`src/rtl/pmz_pkg.sv`:
```
// Constants for the encoder zero-point front end.
// Assumes a single 125 MHz system clock and a 32-bit classic Wishbone bus.
package pmz_pkg;
   // ****************************************
   // Clock and timing
   // ****************************************
   localparam int unsigned CLK_HZ       = 125_000_000;
   localparam int unsigned AUTOTUNE_S   = 7;
   localparam int unsigned AUTOTUNE_CYC = AUTOTUNE_S * CLK_HZ;
   localparam int unsigned MS_PER_S     = 1000;
   localparam int unsigned MS_CYC       = CLK_HZ / MS_PER_S;
   // ****************************************
   // Register offsets
   // ****************************************
   localparam logic [7:0] REG_CFG   = 8'h00;
   localparam logic [7:0] REG_TIME  = 8'h04;
   localparam logic [7:0] REG_TUNE  = 8'h08;
   localparam logic [7:0] REG_ANGLE = 8'h0c;
   localparam logic [7:0] REG_STAT  = 8'h10;
   // ****************************************
   // Field positions
   // ****************************************
   localparam int CFG_TYPE_LSB = 0;
   localparam int CFG_ABD_LSB  = 4;
   localparam int CFG_CONV_LSB = 8;
   localparam int CFG_ZPM_BIT  = 12;
   localparam int CFG_ZINV_BIT = 13;
   localparam int TIME_UW_LSB  = 0;
   localparam int TIME_UT_LSB  = 8;
   localparam int TIME_AW_LSB  = 16;
   localparam int TUNE_MODE_LSB = 0;
   localparam int TUNE_GO_BIT   = 8;
   localparam int TUNE_DCB_LSB  = 16;
   localparam int STAT_DONE_BIT = 1;
   // ****************************************
   // Encodings and reset values
   // ****************************************
   localparam logic [2:0] ENC_ABZ_UVW    = 3'h1;
   localparam logic [2:0] ENC_ABZ_SERIAL = 3'h2;
   localparam logic [2:0] ENC_ABZ_UVW_RW = 3'h3;
   localparam logic [2:0] ENC_SINE       = 3'h4;
   localparam logic [1:0] ABD_A_LEADS    = 2'h1;
   localparam logic [1:0] ABD_B_LEADS    = 2'h2;
   localparam logic [2:0] TUNE_PM_PHASE  = 3'h6;
   localparam logic [2:0] RST_TYPE       = 3'h1;
   localparam logic [1:0] RST_ABD        = 2'h1;
   localparam logic [7:0] RST_UVW_WAIT   = 8'h0a;
   localparam logic [7:0] RST_UVW_TIME   = 8'h0a;
   localparam logic [7:0] RST_ABZ_WAIT   = 8'h0a;
   localparam logic [6:0] RST_DC_BRAKE   = 7'h32;
   localparam logic [15:0] RST_ANGLE     = 16'h0000;
endpackage : pmz_pkg

```
`src/rtl/pmz_front_end.sv`:
```
// Encoder front end: conditioning, direction, zero point, autotune, setup.
// Assumes encoder pins are asynchronous and a classic Wishbone master.
//
// The Wishbone interface to the registers and the register addresses were left to the implementer.
`timescale 1ns/1ps
`default_nettype none

// Notes on behaviour
// - Encoder type 1..4 selects ABZ+UVW, ABZ+serial, reduced ABZ+UVW, sine.
// - Counterclockwise is forward; AB setting says which phase leads forward.
// - Mode 0, forward: A rising edge while Z high is the zero point.
// - Mode 0, reverse: A falling edge while Z high is the zero point.
// - Mode 1: Z rising edge is the zero point in both directions.
// - Z inversion set to 1 inverts Z before zero detection.
// - Autotune mode 6 overwrites the stored Z to winding angle; the code does so only if a zero pulse came during the run.
// - Reduced wiring honours UVW wait, UVW measure time and ABZ wait.
// - Autotune applies the DC brake current setting, default 50 percent.
// - Autotune mode 6 adjusts encoder phase and lasts about seven seconds.
// - ABZ conversion 0..15: bits invert A, B, Z; bit 3 swaps A and B.
module pmz_front_end
   import pmz_pkg::*;
#(
   parameter int unsigned TUNE_CYC = AUTOTUNE_CYC,
   parameter int unsigned TICK_CYC = MS_CYC
)(
   // Clock and reset
   input  wire logic        clk_i,
   input  wire logic        rst_i,
   // Wishbone slave
   input  wire logic        wb_cyc_i,
   input  wire logic        wb_stb_i,
   input  wire logic        wb_we_i,
   input  wire logic [7:0]  wb_adr_i,
   input  wire logic [3:0]  wb_sel_i,
   input  wire logic [31:0] wb_dat_i,
   output logic      [31:0] wb_dat_o,
   output logic             wb_ack_o,
   // Encoder pins
   input  wire logic        enc_a_i,
   input  wire logic        enc_b_i,
   input  wire logic        enc_z_i,
   input  wire logic [2:0]  enc_uvw_i,
   // Drive side
   output logic             zero_pulse_o,
   output logic             dir_fwd_o,
   output logic [2:0]       uvw_o,
   output logic             abz_ready_o,
   output logic             brake_on_o,
   output logic [6:0]       brake_level_o
);
   // ****************************************
   // Registers and bus
   // ****************************************
   logic [2:0]  enc_type_q;
   logic [1:0]  ab_dir_q;
   logic [3:0]  conv_q;
   logic        zp_mode_q, z_inv_q;
   logic [7:0]  uvw_wait_q, uvw_time_q, abz_wait_q;
   logic [2:0]  tune_mode_q;
   logic [6:0]  dc_brake_q;
   logic [15:0] angle_q, meas_q, pos_q;
   logic        meas_ok_q, busy_q, done_q, tune_end;
   logic        req, wr;
   logic [31:0] rd;

   assign req = wb_cyc_i && wb_stb_i && !wb_ack_o;
   assign wr  = req && wb_we_i;

   always_ff @(posedge clk_i)
   begin
      if (rst_i)
         wb_ack_o <= 1'b0;
      else
         wb_ack_o <= req;
   end

   always_comb
   begin
      rd = 32'h0000_0000;
      unique case (wb_adr_i)
         REG_CFG:   rd = {18'h0, z_inv_q, zp_mode_q, conv_q, 2'h0,
                          ab_dir_q, 1'b0, enc_type_q};
         REG_TIME:  rd = {8'h00, abz_wait_q, uvw_time_q, uvw_wait_q};
         REG_TUNE:  rd = {9'h000, dc_brake_q, 13'h0000, tune_mode_q};
         REG_ANGLE: rd = {16'h0000, angle_q};
         REG_STAT:  rd = {pos_q, 9'h000, uvw_o, abz_ready_o, dir_fwd_o,
                          done_q, busy_q};
         default:   rd = 32'h0000_0000;
      endcase
   end

   always_ff @(posedge clk_i)
   begin
      if (rst_i)
         wb_dat_o <= 32'h0000_0000;
      else if (req && !wb_we_i)
         wb_dat_o <= rd;
   end

   always_ff @(posedge clk_i)
   begin
      if (rst_i)
      begin
         enc_type_q <= RST_TYPE;
         ab_dir_q   <= RST_ABD;
         conv_q     <= 4'h0;
         zp_mode_q  <= 1'b0;
         z_inv_q    <= 1'b0;
      end
      else if (wr && wb_adr_i == REG_CFG)
      begin
         if (wb_sel_i[0])
            enc_type_q <= wb_dat_i[CFG_TYPE_LSB +: 3];
         if (wb_sel_i[0])
            ab_dir_q <= wb_dat_i[CFG_ABD_LSB +: 2];
         if (wb_sel_i[1])
         begin
            conv_q    <= wb_dat_i[CFG_CONV_LSB +: 4];
            zp_mode_q <= wb_dat_i[CFG_ZPM_BIT];
            z_inv_q   <= wb_dat_i[CFG_ZINV_BIT];
         end
      end
   end

   always_ff @(posedge clk_i)
   begin
      if (rst_i)
      begin
         uvw_wait_q <= RST_UVW_WAIT;
         uvw_time_q <= RST_UVW_TIME;
         abz_wait_q <= RST_ABZ_WAIT;
         tune_mode_q <= 3'h0;
         dc_brake_q  <= RST_DC_BRAKE;
      end
      else if (wr && wb_adr_i == REG_TIME)
      begin
         if (wb_sel_i[0]) uvw_wait_q <= wb_dat_i[TIME_UW_LSB +: 8];
         if (wb_sel_i[1]) uvw_time_q <= wb_dat_i[TIME_UT_LSB +: 8];
         if (wb_sel_i[2]) abz_wait_q <= wb_dat_i[TIME_AW_LSB +: 8];
      end
      else if (wr && wb_adr_i == REG_TUNE)
      begin
         if (wb_sel_i[0]) tune_mode_q <= wb_dat_i[TUNE_MODE_LSB +: 3];
         if (wb_sel_i[2]) dc_brake_q  <= wb_dat_i[TUNE_DCB_LSB +: 7];
      end
   end

   // ****************************************
   // Input synchronisers and conditioning
   // ****************************************
   logic [5:0] meta_q, sync_q;
   logic       a_c, b_c, z_c, a_p, b_p, z_p, step, dir_now;

   always_ff @(posedge clk_i)
   begin
      if (rst_i)
      begin
         meta_q <= 6'h00;
         sync_q <= 6'h00;
      end
      else
      begin
         meta_q <= {enc_uvw_i, enc_z_i, enc_b_i, enc_a_i};
         sync_q <= meta_q;
      end
   end

   // A/B swap and A, B, Z inversion, then the separate Z inversion
   assign a_c = conv_q[3] ? (sync_q[1] ^ conv_q[1])
                          : (sync_q[0] ^ conv_q[0]);
   assign b_c = conv_q[3] ? (sync_q[0] ^ conv_q[0])
                          : (sync_q[1] ^ conv_q[1]);
   assign z_c = sync_q[2] ^ conv_q[2] ^ z_inv_q;

   always_ff @(posedge clk_i)
   begin
      if (rst_i)
      begin
         a_p <= 1'b0;
         b_p <= 1'b0;
         z_p <= 1'b0;
      end
      else
      begin
         a_p <= a_c;
         b_p <= b_c;
         z_p <= z_c;
      end
   end

   // Forward when A leads, unless the setting says B leads; the setting
   // of 2 is trusted to come with no extra conversion applied.
   assign step    = (a_c ^ a_p) ^ (b_c ^ b_p);
   assign dir_now = (a_c ^ b_p) ^ (ab_dir_q == ABD_B_LEADS);

   always_ff @(posedge clk_i)
   begin
      if (rst_i)
         dir_fwd_o <= 1'b1;
      else if (step)
         dir_fwd_o <= dir_now;
   end

   always_ff @(posedge clk_i)
   begin
      if (rst_i || (wr && wb_adr_i == REG_TUNE && wb_dat_i[TUNE_GO_BIT]))
         pos_q <= 16'h0000;
      else if (step)
         pos_q <= dir_now ? pos_q + 16'h0001 : pos_q - 16'h0001;
   end

   // ****************************************
   // Zero point detection
   // ****************************************
   logic zero_hit;
   always_comb
   begin
      if (zp_mode_q)
         zero_hit = z_c && !z_p;
      else
         zero_hit = z_c && (a_c ^ a_p) && step &&
                    (dir_now ? a_c : !a_c);
   end

   always_ff @(posedge clk_i)
   begin
      if (rst_i)
         zero_pulse_o <= 1'b0;
      else
         zero_pulse_o <= zero_hit && abz_ready_o;
   end

   // ****************************************
   // Reduced-wiring start-up sequence
   // ****************************************
   typedef enum logic [2:0] {RW_IDLE, RW_UVW_WAIT, RW_UVW_MEAS,
                             RW_ABZ_WAIT, RW_RUN} pmz_rw_t;
   pmz_rw_t     rw_q;
   logic [31:0] tick_cnt_q;
   logic        tick;
   logic [7:0]  ms_q;

   assign tick = (tick_cnt_q == TICK_CYC - 1);
   always_ff @(posedge clk_i)
   begin
      if (rst_i || tick)
         tick_cnt_q <= 32'h0000_0000;
      else
         tick_cnt_q <= tick_cnt_q + 32'h0000_0001;
   end

   always_ff @(posedge clk_i)
   begin
      if (rst_i || enc_type_q != ENC_ABZ_UVW_RW)
      begin
         rw_q <= RW_IDLE;
         ms_q <= 8'h00;
      end
      else
      begin
         unique case (rw_q)
            RW_IDLE:
            begin
               rw_q <= RW_UVW_WAIT;
               ms_q <= 8'h00;
            end
            RW_UVW_WAIT, RW_UVW_MEAS, RW_ABZ_WAIT:
            begin
               if (ms_q >= (rw_q == RW_UVW_WAIT ? uvw_wait_q :
                            rw_q == RW_UVW_MEAS ? uvw_time_q :
                            abz_wait_q))
               begin
                  rw_q <= (rw_q == RW_UVW_WAIT) ? RW_UVW_MEAS :
                          (rw_q == RW_UVW_MEAS) ? RW_ABZ_WAIT : RW_RUN;
                  ms_q <= 8'h00;
               end
               else if (tick)
                  ms_q <= ms_q + 8'h01;
            end
            RW_RUN: rw_q <= RW_RUN;
         endcase
      end
   end

   // UVW from own pins, or from the shared wires during measurement
   always_ff @(posedge clk_i)
   begin
      if (rst_i)
      begin
         uvw_o       <= 3'h0;
         abz_ready_o <= 1'b0;
      end
      else
      begin
         if (enc_type_q == ENC_ABZ_UVW)
            uvw_o <= sync_q[5:3];
         else if (rw_q == RW_UVW_MEAS)
            uvw_o <= sync_q[2:0];
         abz_ready_o <= (enc_type_q != ENC_ABZ_UVW_RW) ||
                        (rw_q == RW_RUN);
      end
   end

   // ****************************************
   // Autotune, encoder phase adjustment
   // ****************************************
   logic [31:0] tune_cnt_q;
   logic        go;

   assign go = wr && wb_adr_i == REG_TUNE && wb_sel_i[1] &&
               wb_dat_i[TUNE_GO_BIT] &&
               wb_dat_i[TUNE_MODE_LSB +: 3] == TUNE_PM_PHASE;
   assign tune_end = busy_q && (tune_cnt_q == TUNE_CYC - 1);

   always_ff @(posedge clk_i)
   begin
      if (rst_i)
      begin
         busy_q     <= 1'b0;
         tune_cnt_q <= 32'h0000_0000;
      end
      else if (go && !busy_q)
      begin
         busy_q     <= 1'b1;
         tune_cnt_q <= 32'h0000_0000;
      end
      else if (busy_q)
      begin
         busy_q     <= !tune_end;
         tune_cnt_q <= tune_cnt_q + 32'h0000_0001;
      end
   end

   always_ff @(posedge clk_i)
   begin
      if (rst_i || (go && !busy_q))
      begin
         meas_q    <= 16'h0000;
         meas_ok_q <= 1'b0;
      end
      else if (busy_q && zero_pulse_o && !meas_ok_q)
      begin
         meas_q    <= pos_q;
         meas_ok_q <= 1'b1;
      end
   end

   // Hardware result wins over a software write in the same cycle
   always_ff @(posedge clk_i)
   begin
      if (rst_i)
         angle_q <= RST_ANGLE;
      else if (tune_end && meas_ok_q)
         angle_q <= meas_q;
      else if (wr && wb_adr_i == REG_ANGLE && wb_sel_i[0] && wb_sel_i[1])
         angle_q <= wb_dat_i[15:0];
   end

   always_ff @(posedge clk_i)
   begin
      if (rst_i)
         done_q <= 1'b0;
      else if (tune_end)
         done_q <= 1'b1;
      else if (wr && wb_adr_i == REG_STAT && wb_dat_i[STAT_DONE_BIT])
         done_q <= 1'b0;
   end

   always_ff @(posedge clk_i)
   begin
      if (rst_i)
      begin
         brake_on_o    <= 1'b0;
         brake_level_o <= 7'h00;
      end
      else
      begin
         brake_on_o    <= busy_q;
         brake_level_o <= busy_q ? dc_brake_q : 7'h00;
      end
   end
endmodule : pmz_front_end

`default_nettype wire

```
`config.mk`:
```
export PLATFORM = sky130hd
export DESIGN_NAME = pmz_front_end
export DESIGN_NICKNAME = d
export VERILOG_FILES = /design/src/rtl/pmz_pkg.sv /design/src/rtl/pmz_front_end.sv
export SDC_FILE = /design/constraint.sdc
export NUM_CORES = 1
export LEC_CHECK = 0
export ABC_AREA = 1
export BUFFER_PORTS_ARGS = -buffer_cell sky130_fd_sc_hd__buf_2
export CAP_MARGIN = 30
export CORE_UTILIZATION = 45
export DETAILED_ROUTE_END_ITERATION = 6
export PLACE_DENSITY = 0.69
export SLEW_MARGIN = 20
export SYNTH_ARGS = -nofsm -noshare
export SYNTH_HDL_FRONTEND = slang
export SYNTH_SLANG_ARGS = --single-unit
export TNS_END_PERCENT = 20
```
`constraint.sdc`:
```
create_clock -name clk_i -period 3.33 [get_ports clk_i]
set_clock_uncertainty 0.1 [all_clocks]
set_input_delay 0.4995 -clock clk_i [delete_from_list [all_inputs] [get_ports clk_i]]
set_output_delay 0.4995 -clock clk_i [all_outputs]
set_load 0.01 [all_outputs]
```
==> results.toml, run 1 <==
[critical_path]
worstPathMaxFanout = 7
max_stage_delay_ps = 340
r2r_start = "rw_q[0]"
cp_common_cell = "nand2_1"
arrival_ps = 3290
r2r_slack_ps = 420
required_ps = 3700
crit_chain = "inv_1, nor2_1, inv_1, nor2_2, inv_2, nand2_1, inv_1, nand2_1, o221ai_1, ha_1, a21oi_1, o21ai_0, nand2_1, nand4_1, nand2_1, buf_4, nand2_1, nor3_1"
worstSetupStartpoint = "rw_q[0]"
setup.worst_path.start_class = "flip-flop"
slowest_stage = "dfxtp_1"
r2r-end = "ms_q[1]"
endpoint = "ms_q[1]"
reg2reg_depth = 18
cp-end-kind = "flip-flop"
criticalPathCategory = "reg -> reg"

[min_path]
min_path_type = "in -> reg"

[grt]
grt_pass1_vias = 9892
grt_pass1_wl_mm = 51.1
antenna_found_initial = 0
grt_overflow = 0
grt_max_degree = 41
grt_util_all_layers_pct = 24.3

[route]
route.detailed.drc = 0
vias_per_cell = 5.30
drtAntennaViolNets = 0
first_pass_iters = 5
drt_iter0_drc = 1118
via_count = 10700
wire_per_inst_microns = 15.8
drt-total-wl_mm = 31.8

[die]
core_area_sq_um = 24600
start_util_pct = 46.4
dieArea_sq_um = 26000
rows = 57
dieWidth_microns = 161
die_y_microns = 161
io_pins = 102

[layout]
finalInstanceArea_sq_um = 13000
fillers = 2453
fin_util_pct = 52.7
nNetsFinal = 1741
antenna_cells = 0
final_layout_size_suffix_gt1_share_pct = 12.9
syn_to_final_growth_pct = 13.7

[cts]
clock-root-buffer = "clkbuf_16"
clk_path_buf_depth = 3
cts_tree = "built"
clkSinkCount = 233
ctsHoldBuffers = 0
clk_pin_slew_ps = 60
h-tree-depth = 1
clock_latency_ps = 540
numCtsBuffers = 26

[timing]
rsz0062_at_grt = "false"
finalSetupTns_ps = 0
max_freq_mhz = 343
fin_crit_ps = 2910
finalMaxSlewViolations = 0
fin_crit_sh_pct = 87.5
hold_ws_ps = 65.4
tightest_slew_ps = 785
slew_headroom_pct = 47.2
finalHoldViolCount = 0
fin_ws_ps = 417
finalSetupViolations = 0

[yosys]
synth_common_cells = "nand2_1, dfxtp_1, inv_1"
syn_inst = 1602
synth_edf_count = 0
yosys-top-cells-area = "dfxtp_1, nand2_1, inv_1, a21oi_1, nor2_1"
syn_area_sq_um = 11400
yosysMostFrequentCell = "nand2_1"
synthArstFlopShare_pct = 0
synth_top_area_share_pct = 40.9
yosys_register_bits = 233
ys_seq_area_share_pct = 40.9
synth_ff_type = "dfxtp_1"
yosys_warnings = 0
synth_cell_types = 49
avgSynthCellArea_sq_um = 7.12
yosysTopAreaCell = "dfxtp_1"
syn_nets = 1669

[power]
p_leak_nw = 5.29
cellPowerDensity_nw_per_um2 = 487
vdd_drop_max_mv = 0.415

[run]
maxCapViolCount = 0

[place]
placed_area_sq_um = 12100
place_hpwl_mm = 23.5
gp_congestion = 0.954
numPortBuffers = 92
dp_slack_ps = 293

[run_status]
status = "completed"
worst max-delay path, delay by kind of cell (launching register included):
kind / cells / cell delay (ps)
and+or+nand+nor: 9 / 1160
AOI/OAI and AO/OA: 3 / 370
adders and majority gates: 1 / 320
buffers and inverters: 5 / 540
DFF: 1 / 340
placed cells by master (no fill, tap or decap), types with 26 or more instances in the layout:
master / netlist / routed
o21ai_0: 106 / 106
buf_2: 17 / 92
clkbuf_16: 0 / 26
inv_1: 225 / 224
nor2_1: 160 / 158
nand2_1: 286 / 285
dfxtp_1: 233 / 233
a21oi_1: 136 / 136
nor3_1: 39 / 39
nand3_1: 69 / 69
xor2_1: 33 / 33
nand4_1: 39 / 39
o22ai_1: 28 / 28
worst min-delay path by stage:
stage | slack, ps | cells after the start | from | to
CTS | 50 | 3 | enc_a_i | meta_q[0]
global placement | 300 | 2 | meta_q[5] | sync_q[5]
floorplan | 290 | 2 | meta_q[0] | sync_q[0]
global route | 70 | 3 | enc_a_i | meta_q[0]
finish | 70 | 3 | enc_a_i | meta_q[0]
detailed placement | 300 | 2 | meta_q[5] | sync_q[5]
sequential cells by signal, indices dropped and copies added, names as in the netlist, 4 cells and up:
register,count
meta_q,6
tune_cnt_q,32
conv_q,4
sync_q,6
ms_q,8
meas_q,16
brake_level_o,7
uvw_wait_q,8
angle_q,16
dc_brake_q,7
pos_q,16
abz_wait_q,8
tick_cnt_q,32
wb_dat_o,32
uvw_time_q,8
power by group:
group          total (mW)  switching [mW]  internal, mW
clock network        2.83            1.12          1.70
logic               0.585           0.382         0.203
registers            2.91          0.0754          2.83
per-stage QoR:
stage	instances	total power, mW
floorplan	1602	3.38
global placement	1969	3.54
detailed placement	1969	3.55
CTS	2011	6.37
global route	2012	6.59
finish	2012	6.32
routing by layer:
| layer | GRT usage (%) | routed length (microns) | share of wire (%) | vias up |
|---|---|---|---|---|
| met5 | 0 | 0 | 0 | - |
| met4 | 8.02 | 974 | 3.1 | 0 |
| met3 | 3.36 | 1670 | 5.2 | 58 |
| met2 | 40.8 | 14800 | 47 | 288 |
| met1 | 32.1 | 14300 | 45 | 4904 |
| li1 | - | - | - | 5416 |
repair_timing:
action	4_1_cts	5_1_grt
setup endpoints to repair	0	7
resized for setup	0	3
setup buffers	0	1
cells by family (layout without fill, tap and decap cells):
family,after synthesis,in the layout,share of synthesized area [%]
AND/OR/NAND/NOR,684,684,28.0
AO/OA/AOI/OAI,326,326,16.0
buffers and inverters,302,388,10.3
flip-flops,233,233,40.9
XOR/XNOR,45,45,3.45
adder cells (fa/ha/maj),12,12,1.32
final cells by class:
cell class	instances	area (sq um)	area share, %
clock buffer	36	748	5.76
clock inverter	6	91.3	0.704
inverter	234	878	6.77
multi-input combinational	1067	5580	43.0
sequential	233	4660	35.9
tap	324	405	3.12
timing repair buffer	112	611	4.70
Power figures use the tool's default switching activity.
==> run 2, diff against run 1 <==
--- a/config.mk
+++ b/config.mk
@@ -9,8 +9,9 @@
 export BUFFER_PORTS_ARGS = -buffer_cell sky130_fd_sc_hd__buf_2
 export CAP_MARGIN = 30
 export CORE_UTILIZATION = 45
+export CTS_BUF_LIST = sky130_fd_sc_hd__clkbuf_4
 export DETAILED_ROUTE_END_ITERATION = 6
-export PLACE_DENSITY = 0.69
+export PLACE_DENSITY = 0.62
 export SLEW_MARGIN = 20
 export SYNTH_ARGS = -nofsm -noshare
 export SYNTH_HDL_FRONTEND = slang
==> run 2 against run 1 <==
Effect of this change: sequential share of layout area fell by 0.63 points; utilization rose by 0.94 points; flip-flop and latch count did not move; critical endpoint unchanged.
==> results.toml, run 2 (synthesized netlist as in run 1, its figures left out) <==
[run_status]
status = "completed"

[timing]
fin_crit_ps = 3060
hold_ws_ps = 33.6
fin_crit_sh_pct = 91.9
max_freq_mhz = 327
tightest_slew_ps = 912
finalHoldViolCount = 0
finalMaxSlewViolations = 0
slew_headroom_pct = 38.7
finalSetupViolations = 0

[critical_path]
crit_family = "simple AND/OR/NAND/NOR gates"
cp-end-kind = "flip-flop"
required_ps = 3800
setup.worst_path.start_class = "flip-flop"
worst-path-buf-inv = 5
slowest_stage = "dfxtp_1"
crit_chain = "inv_1, nor2_1, inv_1, nor2_1, inv_1, nand2_1, inv_1, nand2_1, o221ai_1, ha_1, a21oi_1, o21ai_0, nand2_1, nand4_1, nand2_1, buf_4, nand2_1, nor3_1"
cp_common_cell = "nand2_1"
arrival_ps = 3530
criticalPathCategory = "reg -> reg"
worstPathMaxFanout = 7
max_stage_delay_ps = 340

[power]
switching_share_pct = 27.6
power_switching_mw = 1.71
power_frac_clock_pct = 43.2
p_int_mw = 4.48
p_leak_nw = 5.46
vdd_drop_max_mv = 0.232
seqPwrFrac_pct = 46.9
cellPowerDensity_nw_per_um2 = 469
comb_power_share_pct = 9.9

[route]
wire_per_inst_microns = 15.2
drt-total-wl_mm = 32.0
route.detailed.drc = 0
first_pass_iters = 7
drt_iter0_drc = 860
via_count = 10900
drtAntennaViolNets = 0
vias_per_cell = 5.19

[die]
die_y_microns = 161
start_util_pct = 46.4
dieArea_sq_um = 26000
io_pins = 102
core_area_sq_um = 24600
rows = 57
dieWidth_microns = 161

[layout]
nNetsFinal = 1806
final_layout_size_suffix_gt1_share_pct = 15.5
layout_common_cells = "nand2_1, dfxtp_1, inv_1"
reg.largest.list = "tick_cnt_q x32, tune_cnt_q x32, wb_dat_o x32"
syn_to_final_growth_pct = 15.8
layout_commonest_cell = "nand2_1"
fin_util_pct = 53.7
fillers = 2458
stdcell_count = 2107

[run]
maxCapViolCount = 0

[grt]
grt_util_all_layers_pct = 25.0
grt_overflow = 0
grt_max_degree = 46
antenna_found_initial = 2
grt_pass1_wl_mm = 51.9
grt_pass1_vias = 10300

[cts]
h-tree-depth = 3
clk_path_buf_depth = 3
numCtsBuffers = 67
clock_latency_ps = 680
clk_pin_slew_ps = 60
clkSinkCount = 233
cts_tree = "built"
clock-root-buffer = "clkbuf_4"
post_cts_buffers = 0

[min_path]
min_path_type = "in -> reg"

[place]
dp_cells = 1970
gp_congestion = 0.922
place_hpwl_mm = 22.8
numPortBuffers = 92
==> run 2: changes by cell type in the layout (fill, tap and decap cells not counted), sizes merged <==
| cell | before | now |
|---|---|---|
| clkbuf | 36 | 92 |
| dlygate4sd3 | 0 | 24 |
| clkinv | 5 | 14 |
| clkinvlp | 0 | 3 |
| inv | 233 | 235 |
| diode | 0 | 1 |
==> run 2: worst paths after layout <==
kind / start / to / slack, ps / cells after the start
worst max-delay path: rw_q[0] / ms_q[1] / 270 / 18
worst max register to register: rw_q[0] / ms_q[1] / 270 / 18
worst min-delay path: wb_dat_i[13] / angle_q[13] / 30 / 3
worst min register to register: meta_q[3] / sync_q[3] / 310 / 2
==> run 2: power by group through the flow <==
stage | registers (mW) | logic (mW) | clock network, mW
finish | 2.91 | 0.612 | 2.67
CTS | 2.90 | 0.609 | 2.76
floorplan | 2.92 | 0.460 | 0
global placement | 2.97 | 0.578 | 0
global route | 2.91 | 0.699 | 2.92
detailed placement | 2.97 | 0.584 | 0
==> run 2: per-stage QoR <==
step / worst slack [ps] / power [mW] / setup TNS, ps / area [sq um]
5_1_grt: -10.1 / 6.53 / -10.1 / 13200
2_1_floorplan: 711 / 3.38 / 0 / 11400
6_report: 269 / 6.19 / 0 / 13200
3_3_place_gp: 331 / 3.54 / 0 / 12100
3_5_place_dp: 291 / 3.55 / 0 / 12100
4_1_cts: 278 / 6.28 / 0 / 13200
==> run 2: worst min-delay path, cell delays in order <==
cell	delay (ps)
buf_2	130
a21oi_1	70
nor2_1	70
==> run 2: per-layer routing <==
metal	global-route usage, %	vias to the layer above	part of all wire [%]
li1	-	5567	-
met1	34.0	4989	47
met2	38.0	320	44
met3	6.60	66	6.9
met4	8.83	2	2.3
met5	0	-	0.041
==> run 2: repair_timing <==
item                                    in CTS  in global routing
gates resized for setup                      0                  1
endpoints found under the setup margin       0                  1
endpoints found under the hold margin       30                  0
hold buffers                                24                  0
==> run 2: area by class of cell <==
cell class / count / area, sq um / share of cell area [%]
antenna: 1 / 2.50 / 0.0189
clock buffer: 92 / 691 / 5.23
clock inverter: 20 / 139 / 1.05
inverter: 234 / 878 / 6.65
multi-input combinational: 1067 / 5580 / 42.2
sequential: 233 / 4660 / 35.3
tap: 324 / 405 / 3.07
timing repair buffer: 136 / 851 / 6.44
